===== src/rtl/write_crc_map.svh =====
// Purpose: offsets, field positions and timing counts of the write checksum block
// Assumes: 20 MHz command clock
// Notes: definitions only
`ifndef WRITE_CRC_MAP_SVH
`define WRITE_CRC_MAP_SVH

// mode word five field positions
`define MW5_STATUS_BIT 3
`define MW5_MASK_BIT 10
`define MW5_WINV_BIT 11
`define MW5_RINV_BIT 12
// mode word one field position
`define MW1_TSO_BIT 11
// readout page one, register three, error flag position
`define RP3_FLAG_BIT 7
// reset values of the mode fields
`define MODE_FIELD_RESET 1'b0
// timing
`define CLK_PERIOD_NS 50
`define ERR_LATENCY_NS 150
`define ERR_PULSE_CLOCKS 8'h06
`define ERR_PULSE_MAX_CLOCKS 10
// checksum tree
`define TREE_BITS 72
`define CHOPPED_INPUT_BITS 36
`define CRC_POLY 8'h07
`define CRC_INIT 8'h00
// read inversion threshold of zero bits per lane
`define READ_ZERO_LIMIT 4'h4

`endif


===== src/rtl/write_crc_pkg.sv =====
// Purpose: types of the write checksum block
// Assumes: nothing
// Notes: numbers live in write_crc_map.svh
package write_crc_pkg;

	typedef enum logic [1:0] {
		ALERT_IDLE = 2'b00,
		ALERT_WAIT = 2'b01,
		ALERT_DRIVE = 2'b10
	} alert_state_e;

endpackage : write_crc_pkg


===== src/rtl/write_crc_check.sv =====
// Purpose: write burst checksum check, error pulse, status and lane inversion
// Assumes: eight-bit device, inputs synchronous to clk_sys
// Notes: error line is open drain; out is held low, oe pulls it
//
// Overview of operation
// RL1: chopped burst tree chosen by burst_half_select
// RL2: 36 tree inputs, missing beats fed ones
// RL3: high half select uses upper nibbles
// RL4: pin bits enter tree only when enabled
// RL5: mismatch starts error reporting next clock
// RL6: checksum errors share the error line
// RL7: short error pulse, parity pulses longer
// RL8: controller tells pulse types apart
// RL9: controller tolerates overlapping chained pulses
// RL10: width counted from drive to release
// RL11: mismatch sets mode word five status
// RL12: status also sets readout error flag
// RL13: both stay set until controller clears
// RL14: controller retries failed writes
// RL15: controller buffers writes for replay
// RL16: controller may attribute errors to transactions
// RL17: same error timing for all widths
// RL18: no lane inversion on four-bit parts
// RL19: inversion keeps fewer than half low; code leaves a beat with four zeros uninverted
// RL20: flag low inverts received lane data
// RL21: mask, inversion, strobe option share pin
// RL22: controller never enables mask with inversion
// RL23: no read inversion on readout reads
// RL24: read inversion selected independently
// RL25: strobe option only with others off
// RL26: fixed latency from compare to pulse; a mismatch while busy waits until the current pulse ends
`timescale 1ns/1ns
`include "write_crc_map.svh"
module write_crc_check #(
	parameter int DEVICE_WIDTH = 8,
	parameter int BUFFER_DEPTH = 2
) (
	input wire logic clk_sys,
	input wire logic reset,
	input wire logic burst_valid,
	output logic write_ready,
	input wire logic [71:0] burst_data,
	input wire logic chopped_four_beat_burst,
	input wire logic burst_half_select,
	input wire logic [7:0] burst_checksum,
	input wire logic mode_set_command,
	input wire logic mode_set_select,
	input wire logic [15:0] mode_set_value,
	output logic storage_valid,
	input wire logic storage_ready,
	output logic [63:0] storage_data,
	output logic [7:0] storage_enable,
	input wire logic read_beat_valid,
	input wire logic [7:0] read_beat,
	input wire logic read_from_readout,
	output logic read_valid,
	output logic [7:0] read_dq,
	output logic read_invert_flag,
	input wire logic error_flag_line_in,
	output logic error_flag_line_out,
	output logic error_flag_line_oe,
	output logic error_status,
	output logic readout_error_flag,
	output logic mask_enabled,
	output logic write_invert_enabled,
	output logic read_invert_enabled,
	output logic termination_strobe_enabled
);
	localparam int LAT_CYC_RAW = (`ERR_LATENCY_NS + `CLK_PERIOD_NS - 1) / `CLK_PERIOD_NS;
	localparam int LAT_CYC = (LAT_CYC_RAW < 1) ? 1 : LAT_CYC_RAW;
	localparam logic [7:0] LAT_COUNT = 8'(LAT_CYC - 1);
	localparam logic [7:0] PULSE_COUNT = `ERR_PULSE_CLOCKS - 8'h01;
	localparam logic INVERT_ALLOWED = (DEVICE_WIDTH != 4); // RL18

	generate
		if (DEVICE_WIDTH != 8 || BUFFER_DEPTH < 2) begin : g_bad
			$error("write_crc_check: only an eight-bit tree and depth >= 2 are built");
		end
	endgenerate

	typedef struct packed {
		logic write_ready;
		logic stage_valid;
		logic stage_fresh;
		logic stage_mismatch;
		logic stage_drop;
		logic [63:0] stage_data;
		logic [7:0] stage_enable;
		logic mask_en;
		logic winv_en;
		logic rinv_en;
		logic tso_en;
		logic error_status;
		logic readout_flag;
		write_crc_pkg::alert_state_e alert_state;
		logic [7:0] alert_count;
		logic alert_pending;
		logic alert_drive;
		logic read_valid;
		logic [7:0] read_dq;
		logic read_flag;
	} core_state_s;

	core_state_s s;
	core_state_s next_s;
	logic buf_in_ready;
	logic trigger;

	// serial checksum over the tree bits in index order
	function automatic logic [7:0] crc8(input logic [71:0] tree);
		logic [7:0] c;
		logic fb;
		c = `CRC_INIT;
		fb = 1'b0;
		for (int i = 0; i < `TREE_BITS; i++) begin
			fb = c[7] ^ tree[i];
			c = {c[6:0], 1'b0} ^ (fb ? `CRC_POLY : 8'h00);
		end
		return c;
	endfunction : crc8

	// tree input: lane-major, lane 8 is the shared pin
	function automatic logic [71:0] build_tree(input logic [71:0] d, input logic chop,
		input logic half, input logic pin_on);
		logic [71:0] t;
		t = d;
		if (chop) begin
			for (int lane = 0; lane < 9; lane++) begin
				for (int b = 0; b < 4; b++) begin
					t[lane*8+b] = half ? d[lane*8+b+4] : d[lane*8+b]; // RL1 RL3
					t[lane*8+b+4] = 1'b1; // RL2
				end
			end
		end
		if (!pin_on) begin
			t[71:64] = 8'hFF; // RL4
		end
		return t;
	endfunction : build_tree

	// count of zero bits in one lane
	function automatic logic [3:0] zeros(input logic [7:0] v);
		logic [3:0] z;
		z = 4'h0;
		for (int i = 0; i < 8; i++) begin
			z = z + {3'h0, ~v[i]};
		end
		return z;
	endfunction : zeros

	assign write_ready = s.write_ready;
	assign error_status = s.error_status;
	assign readout_error_flag = s.readout_flag;
	assign mask_enabled = s.mask_en;
	assign write_invert_enabled = s.winv_en;
	assign read_invert_enabled = s.rinv_en;
	assign termination_strobe_enabled = s.tso_en;
	assign error_flag_line_out = 1'b0;
	assign error_flag_line_oe = s.alert_drive; // RL6 RL10
	assign read_valid = s.read_valid;
	assign read_dq = s.read_dq;
	assign read_invert_flag = s.read_flag;
	assign trigger = s.stage_valid & s.stage_fresh & s.stage_mismatch;

	// accepted words wait here when storage stalls
	pair_buffer #(
		.WIDTH(72),
		.DEPTH(BUFFER_DEPTH)
	) u_buffer (
		.clk_sys(clk_sys),
		.reset(reset),
		.in_valid(s.stage_valid & ~s.stage_drop),
		.in_ready(buf_in_ready),
		.in_data({s.stage_enable, s.stage_data}),
		.out_valid(storage_valid),
		.out_ready(storage_ready),
		.out_data({storage_enable, storage_data})
	);

	// next state of the whole block
	always_comb begin
		logic accept;
		logic leave;
		logic pin_on;
		logic start;
		logic [7:0] lane_byte;
		logic [7:0] calc;
		accept = 1'b0;
		leave = 1'b0;
		pin_on = 1'b0;
		start = 1'b0;
		lane_byte = 8'h00;
		calc = 8'h00;
		next_s = s;
		accept = burst_valid & s.write_ready;
		leave = s.stage_valid & (s.stage_drop | buf_in_ready);
		pin_on = (s.mask_en | s.winv_en) & ~s.tso_en; // RL21
		calc = crc8(build_tree(burst_data, chopped_four_beat_burst, burst_half_select, pin_on));
		next_s.stage_fresh = 1'b0;
		if (leave) begin
			next_s.stage_valid = 1'b0;
		end
		// capture a burst: compare, invert, mask
		if (accept) begin
			next_s.stage_valid = 1'b1;
			next_s.stage_fresh = 1'b1;
			next_s.stage_mismatch = calc != burst_checksum; // RL5 RL26
			next_s.stage_drop = s.mask_en & (calc != burst_checksum);
			for (int b = 0; b < 8; b++) begin
				for (int lane = 0; lane < 8; lane++) begin
					lane_byte[lane] = burst_data[lane*8+b];
				end
				if (s.winv_en && !burst_data[64+b]) begin
					lane_byte = ~lane_byte; // RL20
				end
				next_s.stage_data[b*8 +: 8] = lane_byte;
				next_s.stage_enable[b] = (!s.mask_en || burst_data[64+b]) &&
					(!chopped_four_beat_burst || b < 4);
			end
		end
		next_s.write_ready = ~next_s.stage_valid;
		// mode words; a written one never sets the status bit
		if (mode_set_command) begin
			if (mode_set_select) begin
				next_s.mask_en = mode_set_value[`MW5_MASK_BIT];
				next_s.winv_en = mode_set_value[`MW5_WINV_BIT] & INVERT_ALLOWED; // RL18
				next_s.rinv_en = mode_set_value[`MW5_RINV_BIT] & INVERT_ALLOWED; // RL18
				if (!mode_set_value[`MW5_STATUS_BIT]) begin
					next_s.error_status = 1'b0; // RL13
					next_s.readout_flag = 1'b0; // RL13
				end
			end else begin
				next_s.tso_en = mode_set_value[`MW1_TSO_BIT];
			end
		end
		// sticky status, set wins over clear
		if (trigger) begin
			next_s.error_status = 1'b1; // RL11
			next_s.readout_flag = 1'b1; // RL12
		end
		// error pulse: fixed latency, then a short low drive
		case (s.alert_state)
			write_crc_pkg::ALERT_IDLE: begin
				start = trigger | s.alert_pending;
			end
			write_crc_pkg::ALERT_WAIT: begin
				if (s.alert_count == 8'h00) begin
					next_s.alert_state = write_crc_pkg::ALERT_DRIVE;
					next_s.alert_count = PULSE_COUNT; // RL7 RL17
				end else begin
					next_s.alert_count = s.alert_count - 8'h01;
				end
			end
			write_crc_pkg::ALERT_DRIVE: begin
				if (s.alert_count == 8'h00) begin
					next_s.alert_state = write_crc_pkg::ALERT_IDLE;
					start = s.alert_pending;
				end else begin
					next_s.alert_count = s.alert_count - 8'h01;
				end
			end
			default: begin
				next_s.alert_state = write_crc_pkg::ALERT_IDLE;
			end
		endcase
		if (start) begin
			next_s.alert_state = write_crc_pkg::ALERT_WAIT; // RL5 RL26
			next_s.alert_count = LAT_COUNT;
			next_s.alert_pending = 1'b0;
		end
		if (trigger && s.alert_state != write_crc_pkg::ALERT_IDLE) begin
			next_s.alert_pending = 1'b1;
		end
		next_s.alert_drive = next_s.alert_state == write_crc_pkg::ALERT_DRIVE; // RL10
		// read lane inversion, never on readout reads
		next_s.read_valid = read_beat_valid;
		if (read_beat_valid) begin
			if (s.rinv_en && !read_from_readout && zeros(read_beat) > `READ_ZERO_LIMIT) begin
				next_s.read_dq = ~read_beat; // RL19
				next_s.read_flag = 1'b0;
			end else begin
				next_s.read_dq = read_beat; // RL23
				next_s.read_flag = 1'b1;
			end
		end
	end

	// state register
	always_ff @(posedge clk_sys) begin
		if (reset) begin
			s <= '0;
			s.write_ready <= 1'b1;
			s.read_flag <= 1'b1;
			s.mask_en <= `MODE_FIELD_RESET;
			s.winv_en <= `MODE_FIELD_RESET;
			s.rinv_en <= `MODE_FIELD_RESET;
			s.tso_en <= `MODE_FIELD_RESET;
		end else begin
			s <= next_s;
		end
	end

	localparam int ALERT_QUIET = LAT_CYC;
endmodule : write_crc_check


===== src/rtl/pair_buffer.sv =====
// Purpose: small shift-register buffer between write stage and storage
// Assumes: one clock, synchronous reset
// Notes: head entry and both flags come straight from flip-flops
`timescale 1ns/1ns
module pair_buffer #(
	parameter int WIDTH = 72,
	parameter int DEPTH = 2
) (
	input wire logic clk_sys,
	input wire logic reset,
	input wire logic in_valid,
	output logic in_ready,
	input wire logic [WIDTH-1:0] in_data,
	output logic out_valid,
	input wire logic out_ready,
	output logic [WIDTH-1:0] out_data
);
	generate
		if (DEPTH < 2 || DEPTH > 15 || WIDTH < 1) begin : g_bad
			$error("pair_buffer: DEPTH must be 2..15 and WIDTH positive");
		end
	endgenerate

	typedef struct packed {
		logic [DEPTH-1:0][WIDTH-1:0] entry;
		logic [3:0] count;
		logic in_ready;
		logic out_valid;
	} buf_state_s;

	buf_state_s s;
	buf_state_s next_s;

	assign in_ready = s.in_ready;
	assign out_valid = s.out_valid;
	assign out_data = s.entry[0];

	// pop shifts toward the head, push lands behind the last entry
	always_comb begin
		logic push;
		logic pop;
		logic [3:0] slot;
		push = 1'b0;
		pop = 1'b0;
		slot = 4'h0;
		next_s = s;
		push = in_valid & s.in_ready;
		pop = s.out_valid & out_ready;
		if (pop) begin
			for (int i = 0; i < DEPTH - 1; i++) begin
				next_s.entry[i] = s.entry[i+1];
			end
		end
		slot = s.count - {3'h0, pop};
		if (push) begin
			next_s.entry[slot[$clog2(DEPTH)-1:0]] = in_data;
		end
		next_s.count = s.count + {3'h0, push} - {3'h0, pop};
		next_s.in_ready = next_s.count < 4'(DEPTH);
		next_s.out_valid = next_s.count != 4'h0;
	end

	// state register
	always_ff @(posedge clk_sys) begin
		if (reset) begin
			s <= '0;
			s.in_ready <= 1'b1;
		end else begin
			s <= next_s;
		end
	end

endmodule : pair_buffer


===== config.mk =====
export PLATFORM = sky130hd
export DESIGN_NAME = write_crc_check
export DESIGN_NICKNAME = d
export VERILOG_FILES = /design/src/rtl/write_crc_pkg.sv /design/src/rtl/write_crc_check.sv /design/src/rtl/pair_buffer.sv
export VERILOG_INCLUDE_DIRS = /design/src /design/src/rtl
export SDC_FILE = /design/constraint.sdc
export NUM_CORES = 1
export LEC_CHECK = 0
export BUFFER_PORTS_ARGS = -buffer_cell sky130_fd_sc_hd__buf_2
export CAP_MARGIN = 0
export CORE_UTILIZATION = 30
export CTS_BUF_LIST = sky130_fd_sc_hd__clkbuf_8
export CTS_CLUSTER_SIZE = 14
export DETAILED_ROUTE_END_ITERATION = 6
export GPL_ROUTABILITY_DRIVEN = 0
export PLACE_DENSITY_LB_ADDON = 0.2
export REMOVE_ABC_BUFFERS = 1
export SLEW_MARGIN = 10
export SYNTH_ARGS = -nofsm -noshare
export SYNTH_HDL_FRONTEND = slang
export SYNTH_SLANG_ARGS = --single-unit

===== constraint.sdc =====
create_clock -name clk_sys -period 11.61 [get_ports clk_sys]
set_clock_uncertainty 0.15 [all_clocks]
set_input_delay 1.7415 -clock clk_sys [delete_from_list [all_inputs] [get_ports clk_sys]]
set_output_delay 1.7415 -clock clk_sys [all_outputs]
set_load 0.05 [all_outputs]

# ---- Yosys cells after proc, flatten, opt, wreduce, memory -nomap -nowiden
# Cells that the tools add are included.
dict set report word_totals {
  ff_bits 255
  latch_bits 0
  ramBits 0
  romBits 0
  in_bits 115
  output_inout_bits 92
  word_cells 413
  mem_count 0
}
dict set report classes {
  add_sub_neg 11
  n_mul 0
  div_mod_pow 0
  magnitude_cmp 4
  n_eq_ne 7
  shift 0
  muxes 140
  bitwise_logic 175
  n_reduce_logical 50
}
# op count
set ops {}
lappend ops {{$xor 8x3->8} 67}
lappend ops {{$mux 72} 4}
lappend ops {{$mux 3} 72}
lappend ops {{$bwmux 144} 1}
lappend ops {{$mux 8} 11}
lappend ops {{$mux 76} 1}
lappend ops {{$demux 72 s1} 1}
lappend ops {{$not 8->8} 9}
lappend ops {{$xor 1x1->1} 66}
lappend ops {{$mux 1} 39}
lappend ops {{$add 4x1->4} 5}
lappend ops {{$logic_and 1x1->1} 16}
lappend ops {{$pmux 8 s2} 1}
lappend ops {{$mux 2} 6}
lappend ops {{$not 1->1} 12}
lappend ops {{$logic_not 1->1} 11}
lappend ops {{$mux 11} 1}
lappend ops {{$reduce_bool 2->1} 5}
lappend ops {{$and 1x1->1} 9}
lappend ops {{$mux 9} 1}
lappend ops {{$logic_not 8->1} 1}
lappend ops {{$logic_or 1x1->1} 8}
lappend ops {{$ne 8x8->1} 1}
lappend ops {{$reduce_and 2->1} 4}
lappend ops {{other kinds (27)} 35}

# ---- Depth between registers and ports, before layout
dict set report depth {
  depth_word 211
  depth_mapped 18
  ltp_nobuf 15
}

# ---- By module
# Synthesis repeated with hierarchy kept, for this count alone.
dict set report unflattened {
  cells_unflattened 1711
  hier_area_um2 14694.1
}
# module instances cells_each area_per_inst_um2 seq_area_each_um2
set modules_own_cells {}
lappend modules_own_cells {write_crc_check 1 885 8224.1 2082.0}
lappend modules_own_cells {pair_buffer 1 826 6470.0 3002.9}

# ---- Worst setup path after synthesis
# Ideal clock, no wire load.
dict set report synth_timing {
  kind {input to register}
  startpoint {in burst_data[6]}
  endpoint {reg s[101] in the netlist's numbering}
  setup_ns 0.132
  t_arrival_ns 6.236
  t_required_ns 11.328
  path_slack_ns 5.092
  path_stages 16
  path_buffers 1
  cell_sequence {clkbuf_2 -> xor2_1 -> mux2i_2 -> xnor3_2 -> xnor3_1 -> xnor3_2 -> xor2_2 -> xnor3_1 -> xnor3_2 -> xnor3_2 -> xnor3_1 -> xor2_1 -> or3_1 -> a22oi_1 -> and4_1 -> nor3_1}
}
dict set report synth_via {
  elab_chain_len 97
  word_cells_on_any_way 203
  classes_between {eq/ne (1); mux (67); bitwise (135)}
}
# item line
set synth_rtl {}
lappend synth_rtl {{start: declaration} write_crc_check.sv:42} ;# input wire logic [71:0] burst_data,
lappend synth_rtl {{$mux 1} write_crc_check.sv:130} ;# t[lane*8+b] = half ? d[lane*8+b+4] : d[lane*8+b];
lappend synth_rtl {{$mux 72 *} write_crc_check.sv:127} ;# if (chop) begin
lappend synth_rtl {{$xor 1x1->1} write_crc_check.sv:116} ;# fb = c[7] ^ tree[i];
lappend synth_rtl {{$mux 3} write_crc_check.sv:117} ;# c = {c[6:0], 1'b0} ^ (fb ? `CRC_POLY : 8'h00);
lappend synth_rtl {{$xor 5x3->5} write_crc_check.sv:117}
lappend synth_rtl {{$xor 6x3->6} write_crc_check.sv:117}
lappend synth_rtl {{$xor 7x3->7} write_crc_check.sv:117}
lappend synth_rtl {{$xor 8x3->8} write_crc_check.sv:117}
lappend synth_rtl {{[68 not listed]} --}
lappend synth_rtl {{$xor 8x3->8 * (7 in a row)} write_crc_check.sv:117}
lappend synth_rtl {{$xor 1x1->1, or another cell as far along} write_crc_check.sv:116}
lappend synth_rtl {{$mux 3, or another cell as far along} write_crc_check.sv:117}
lappend synth_rtl {{$xor 8x3->8 * (8 in a row)} write_crc_check.sv:117}
lappend synth_rtl {{$xor 1x1->1, or another cell as far along} write_crc_check.sv:116}
lappend synth_rtl {{$mux 3 / $xor 8x3->8 (equally long branches)} write_crc_check.sv:117}
lappend synth_rtl {{$xor 8x3->8 *} write_crc_check.sv:117}
lappend synth_rtl {{$ne 8x8->1 *} write_crc_check.sv:207} ;# next_s.stage_mismatch = calc != burst_checksum;
lappend synth_rtl {{end signal: assignment} write_crc_check.sv:299} ;# s <= next_s;
lappend synth_rtl {{end: declaration} write_crc_check.sv:104} ;# core_state_s s;
# Every way passes the cells marked *; elsewhere a longest branch is shown, timed or not.
# A chain may end at the register's enable or synchronous reset.

# ---- Worst setup path in the final report
dict set report layout_timing {
  startpoint {in chopped_four_beat_burst}
  endpoint {reg s[101] in the netlist's numbering}
}
dict set report layout_via {
  elab_chain_len 97
  word_cells_on_any_way 217
  classes_between {eq/ne (1); mux (74); bitwise (142)}
}
# item line
set layout_rtl {}
lappend layout_rtl {{start: declaration} write_crc_check.sv:43} ;# input wire logic chopped_four_beat_burst,
lappend layout_rtl {{$mux 72 *} write_crc_check.sv:127}
lappend layout_rtl {{$xor 1x1->1} write_crc_check.sv:116}
lappend layout_rtl {{$mux 3} write_crc_check.sv:117}
lappend layout_rtl {{$xor 4x3->4} write_crc_check.sv:117}
lappend layout_rtl {{$xor 5x3->5} write_crc_check.sv:117}
lappend layout_rtl {{$xor 6x3->6} write_crc_check.sv:117}
lappend layout_rtl {{$xor 7x3->7} write_crc_check.sv:117}
lappend layout_rtl {{$xor 8x3->8 (2 in a row)} write_crc_check.sv:117}
lappend layout_rtl {{[77 not listed]} --}
lappend layout_rtl {{$xor 8x3->8 / $mux 3 (equally long branches)} write_crc_check.sv:117}
lappend layout_rtl {{$xor 8x3->8 (2 in a row)} write_crc_check.sv:117}
lappend layout_rtl {{$xor 8x3->8 / $xor 1x1->1 (equally long branches)} {write_crc_check.sv:117, write_crc_check.sv:116}}
lappend layout_rtl {{$xor 8x3->8, or another cell as far along (3 in a row)} write_crc_check.sv:117}
lappend layout_rtl {{$xor 1x1->1, or another cell as far along} write_crc_check.sv:116}
lappend layout_rtl {{$mux 3 / $xor 8x3->8 (equally long branches)} write_crc_check.sv:117}
lappend layout_rtl {{$xor 8x3->8 *} write_crc_check.sv:117}
lappend layout_rtl {{$ne 8x8->1 *} write_crc_check.sv:207}
# Marked as above.

==> metrics.txt <==
number of CTS-inserted buffers=47; Hold/Removal Path Class=reg -> reg; Fin Hold WS=0.3020 ns; CP endpoint kind=flop; Wirelength per Cell=17.87 um; Skew-Pair Late Insertion Delay=0.62 ns; vias in the first global route=10570; startpoint types=input pin; Critical Path Fanout Max=between 40 and 50; Avg Inst Size Synth=8.886 um2; drt total wl=41330 um; Worst Min Path Start=u_buffer.s[116]; Die Width=220.3 um; drc violations=18; Initial DRT Pass Iterations=7; post-route ant nets=0; Min Clock Period, post-route=7.234 ns; Iter 0 DRT Violations=583; first-pass GRT wire length=62540 um; CTS tree=yes; Seq cells post-synth=~250; Slew HR=0.2616; Max-Cap Viols=0; port buffer count=192; Critical Path Source=chopped_four_beat_burst; FMAX=0.1382 GHz; register area share after synthesis=0.3556; Ports=207; share of layout cells above drive strength 1=0.1786; most common cell after layout, fill and taps aside=nor2_1; setup_tns=0 ns; gr usage total=0.1688; failing checks=design-rule violations; initial antenna violation count=6; maximum clock path buffer count=3; r2r startpoint=u_buffer.out_valid; RSZ-0062 raised after global routing=no; Clock Sink Count=around 250; post-CTS setup buffers=0; Post-synth ARST share=0; outcome=complete, but fails checks; Mapped Area=between 10000 and 15000 um2; via count=10940; Clk pin slew, worst setup/hold paths=0.06 ns; critical path class=in -> reg; hold depth=2; Least-Margin Pin Slew=1.105 ns; worst reg2reg setup slack=7.83 ns; Ys Warns=0; RR Endpoint=u_buffer.out_valid; hpwl dp=around 28000 um; clk root buf=clkbuf_8; height of the die=220.3 um; CP arrival=7.55 ns; total core area=46750 um2; Post-Synthesis Cells=between 1500 and 2000; EDFF count, synth=0; Slew Limit Fails=0; most frequent cells in the layout=271 x nor2_1, 254 x dfxtp_1, 191 x buf_2; vias per cell=4.730; fillers=4901; gr ovfl total=0; largest net degree at the start of global routing=97; hold-fix buffer count after cts=0; Distinct cells, synth=58; Final nets=1800; num rows=between 70 and 80; Initial Util=0.3058; Tcrit/Tclk final=0.6231; setup violators final=0; post-CTS sizing=0; synthesis-to-layout area growth=12.44%; Critical Path RT=11.92 ns; reg2reg path depth=12; Top FF cell, synth=dfxtp_1; # H-tree levels=2; hold path endpoint=u_buffer.out_data[38]; Final Hold Viols=0; area of the die=48530 um2
[registers in the layout (all words and copies together), names as in the netlist]
name and count:
error_flag_line_oe 1, error_status 1, mask_enabled 1, read_dq 8
read_invert_enabled 1, read_invert_flag 1, read_valid 1, s 87
termination_strobe_enabled 1, u_buffer.in_ready 1, u_buffer.out_data 72, u_buffer.out_valid 1
u_buffer.s 76, write_invert_enabled 1, write_ready 1
[area by class of cell]
cell class                 count  area [um2]  share of cell area
antenna                        4       10.01           0.0006227
clock buffer                  62       853.3             0.05308
clock inverter                22       112.6            0.007005
inverter                      27       101.3            0.006304
multi-input combinational   1133        8094              0.5035
sequential                   254        5085              0.3163
tap                          607       759.5             0.04724
timing repair buffer         204        1060             0.06592
[cells by family (layout without fill, tap and decap cells)]
kind of cell	Yosys count	after routing	synth area share
buffers and inverters	222	315	0.08069
adder cells (fa/ha/maj)	18	18	0.01838
XOR/XNOR	273	273	0.2138
AO/OA/AOI/OAI	221	221	0.1142
AND/OR/NAND/NOR	528	528	0.1519
flip-flops	254	254	0.3556
other	1	5	0.0002623
multiplexers	92	92	0.06511
[worst max-delay path by stage]
stage | endpoint | slack (ns) | cells past startpoint
finish | s[101] | 4.38 | 17
global route | s[101] | 4.19 | 17
CTS | s[101] | 4.43 | 17
global placement | s[101] | 3.77 | 17
floorplan | u_buffer.out_valid | 3.56 | 11
detailed placement | s[101] | 3.77 | 17
[cells in the mapped netlist (all sizes together), types with 2 or more instances]
cell type | n | area, um2
buf | 109 | 728.2
or3 | 8 | 50.05
a21o | 2 | 15.01
mux2 | 2 | 26.27
nor2b | 17 | 106.4
mux2i | 90 | 904.6
dfxtp | 254 | 5085
o221ai | 2 | 17.52
a211o | 2 | 17.52
fa | 5 | 100.1
and3 | 6 | 37.54
xnor2 | 177 | 1610
and2 | 3 | 18.77
nor2 | 271 | 1017
inv | 27 | 101.3
ha | 13 | 162.7
o21ai | 19 | 95.09
nor3 | 20 | 100.1
a221o | 2 | 20.02
a221oi | 2 | 17.52
xnor3 | 36 | 815.8
nand2b | 5 | 31.28
a211oi | 76 | 570.6
xor2 | 54 | 488.0
xor3 | 6 | 142.6
nand2 | 174 | 655.6
clkbuf | 86 | 324.1
nor3b | 7 | 52.55
a311oi | 73 | 639.4
nand3 | 11 | 55.05
a21oi | 34 | 170.2
[critical path, stage by stage]
cell	delay, ns
buf_2	0.08
buf_4	0.42
nand2_2	0.51
mux2i_2	0.52
xnor3_2	0.52
xnor3_1	0.40
xnor3_2	0.43
xor2_2	0.21
xnor3_1	0.36
xnor3_2	0.43
xnor3_2	0.45
xnor3_1	0.37
xor2_1	0.17
or3_1	0.37
a22oi_1	0.25
and4_1	0.23
nor3_1	0.04
[metal layers]
layer  track usage  wire length [um]
met5             0                43
met3       0.03904              2007
met1        0.2192             18980
met4       0.05425               973
met2        0.2752             19330
[through the flow]
stage / setup slack (ns) / util / area [um2] / instances
finish: 4.376 / 0.3438 / 16080 / 2313
global route: 4.188 / 0.3438 / 16070 / 2312
CTS: 4.427 / 0.3436 / 16070 / 2309
detailed placement: 3.766 / 0.3230 / 15100 / 2225
global placement: 3.769 / 0.3230 / 15100 / 2225
floorplan: 3.556 / - / 13250 / 1414
Power is not shown: default switching activity piles up to over one toggle a cycle in this logic, so the estimate is an artifact.
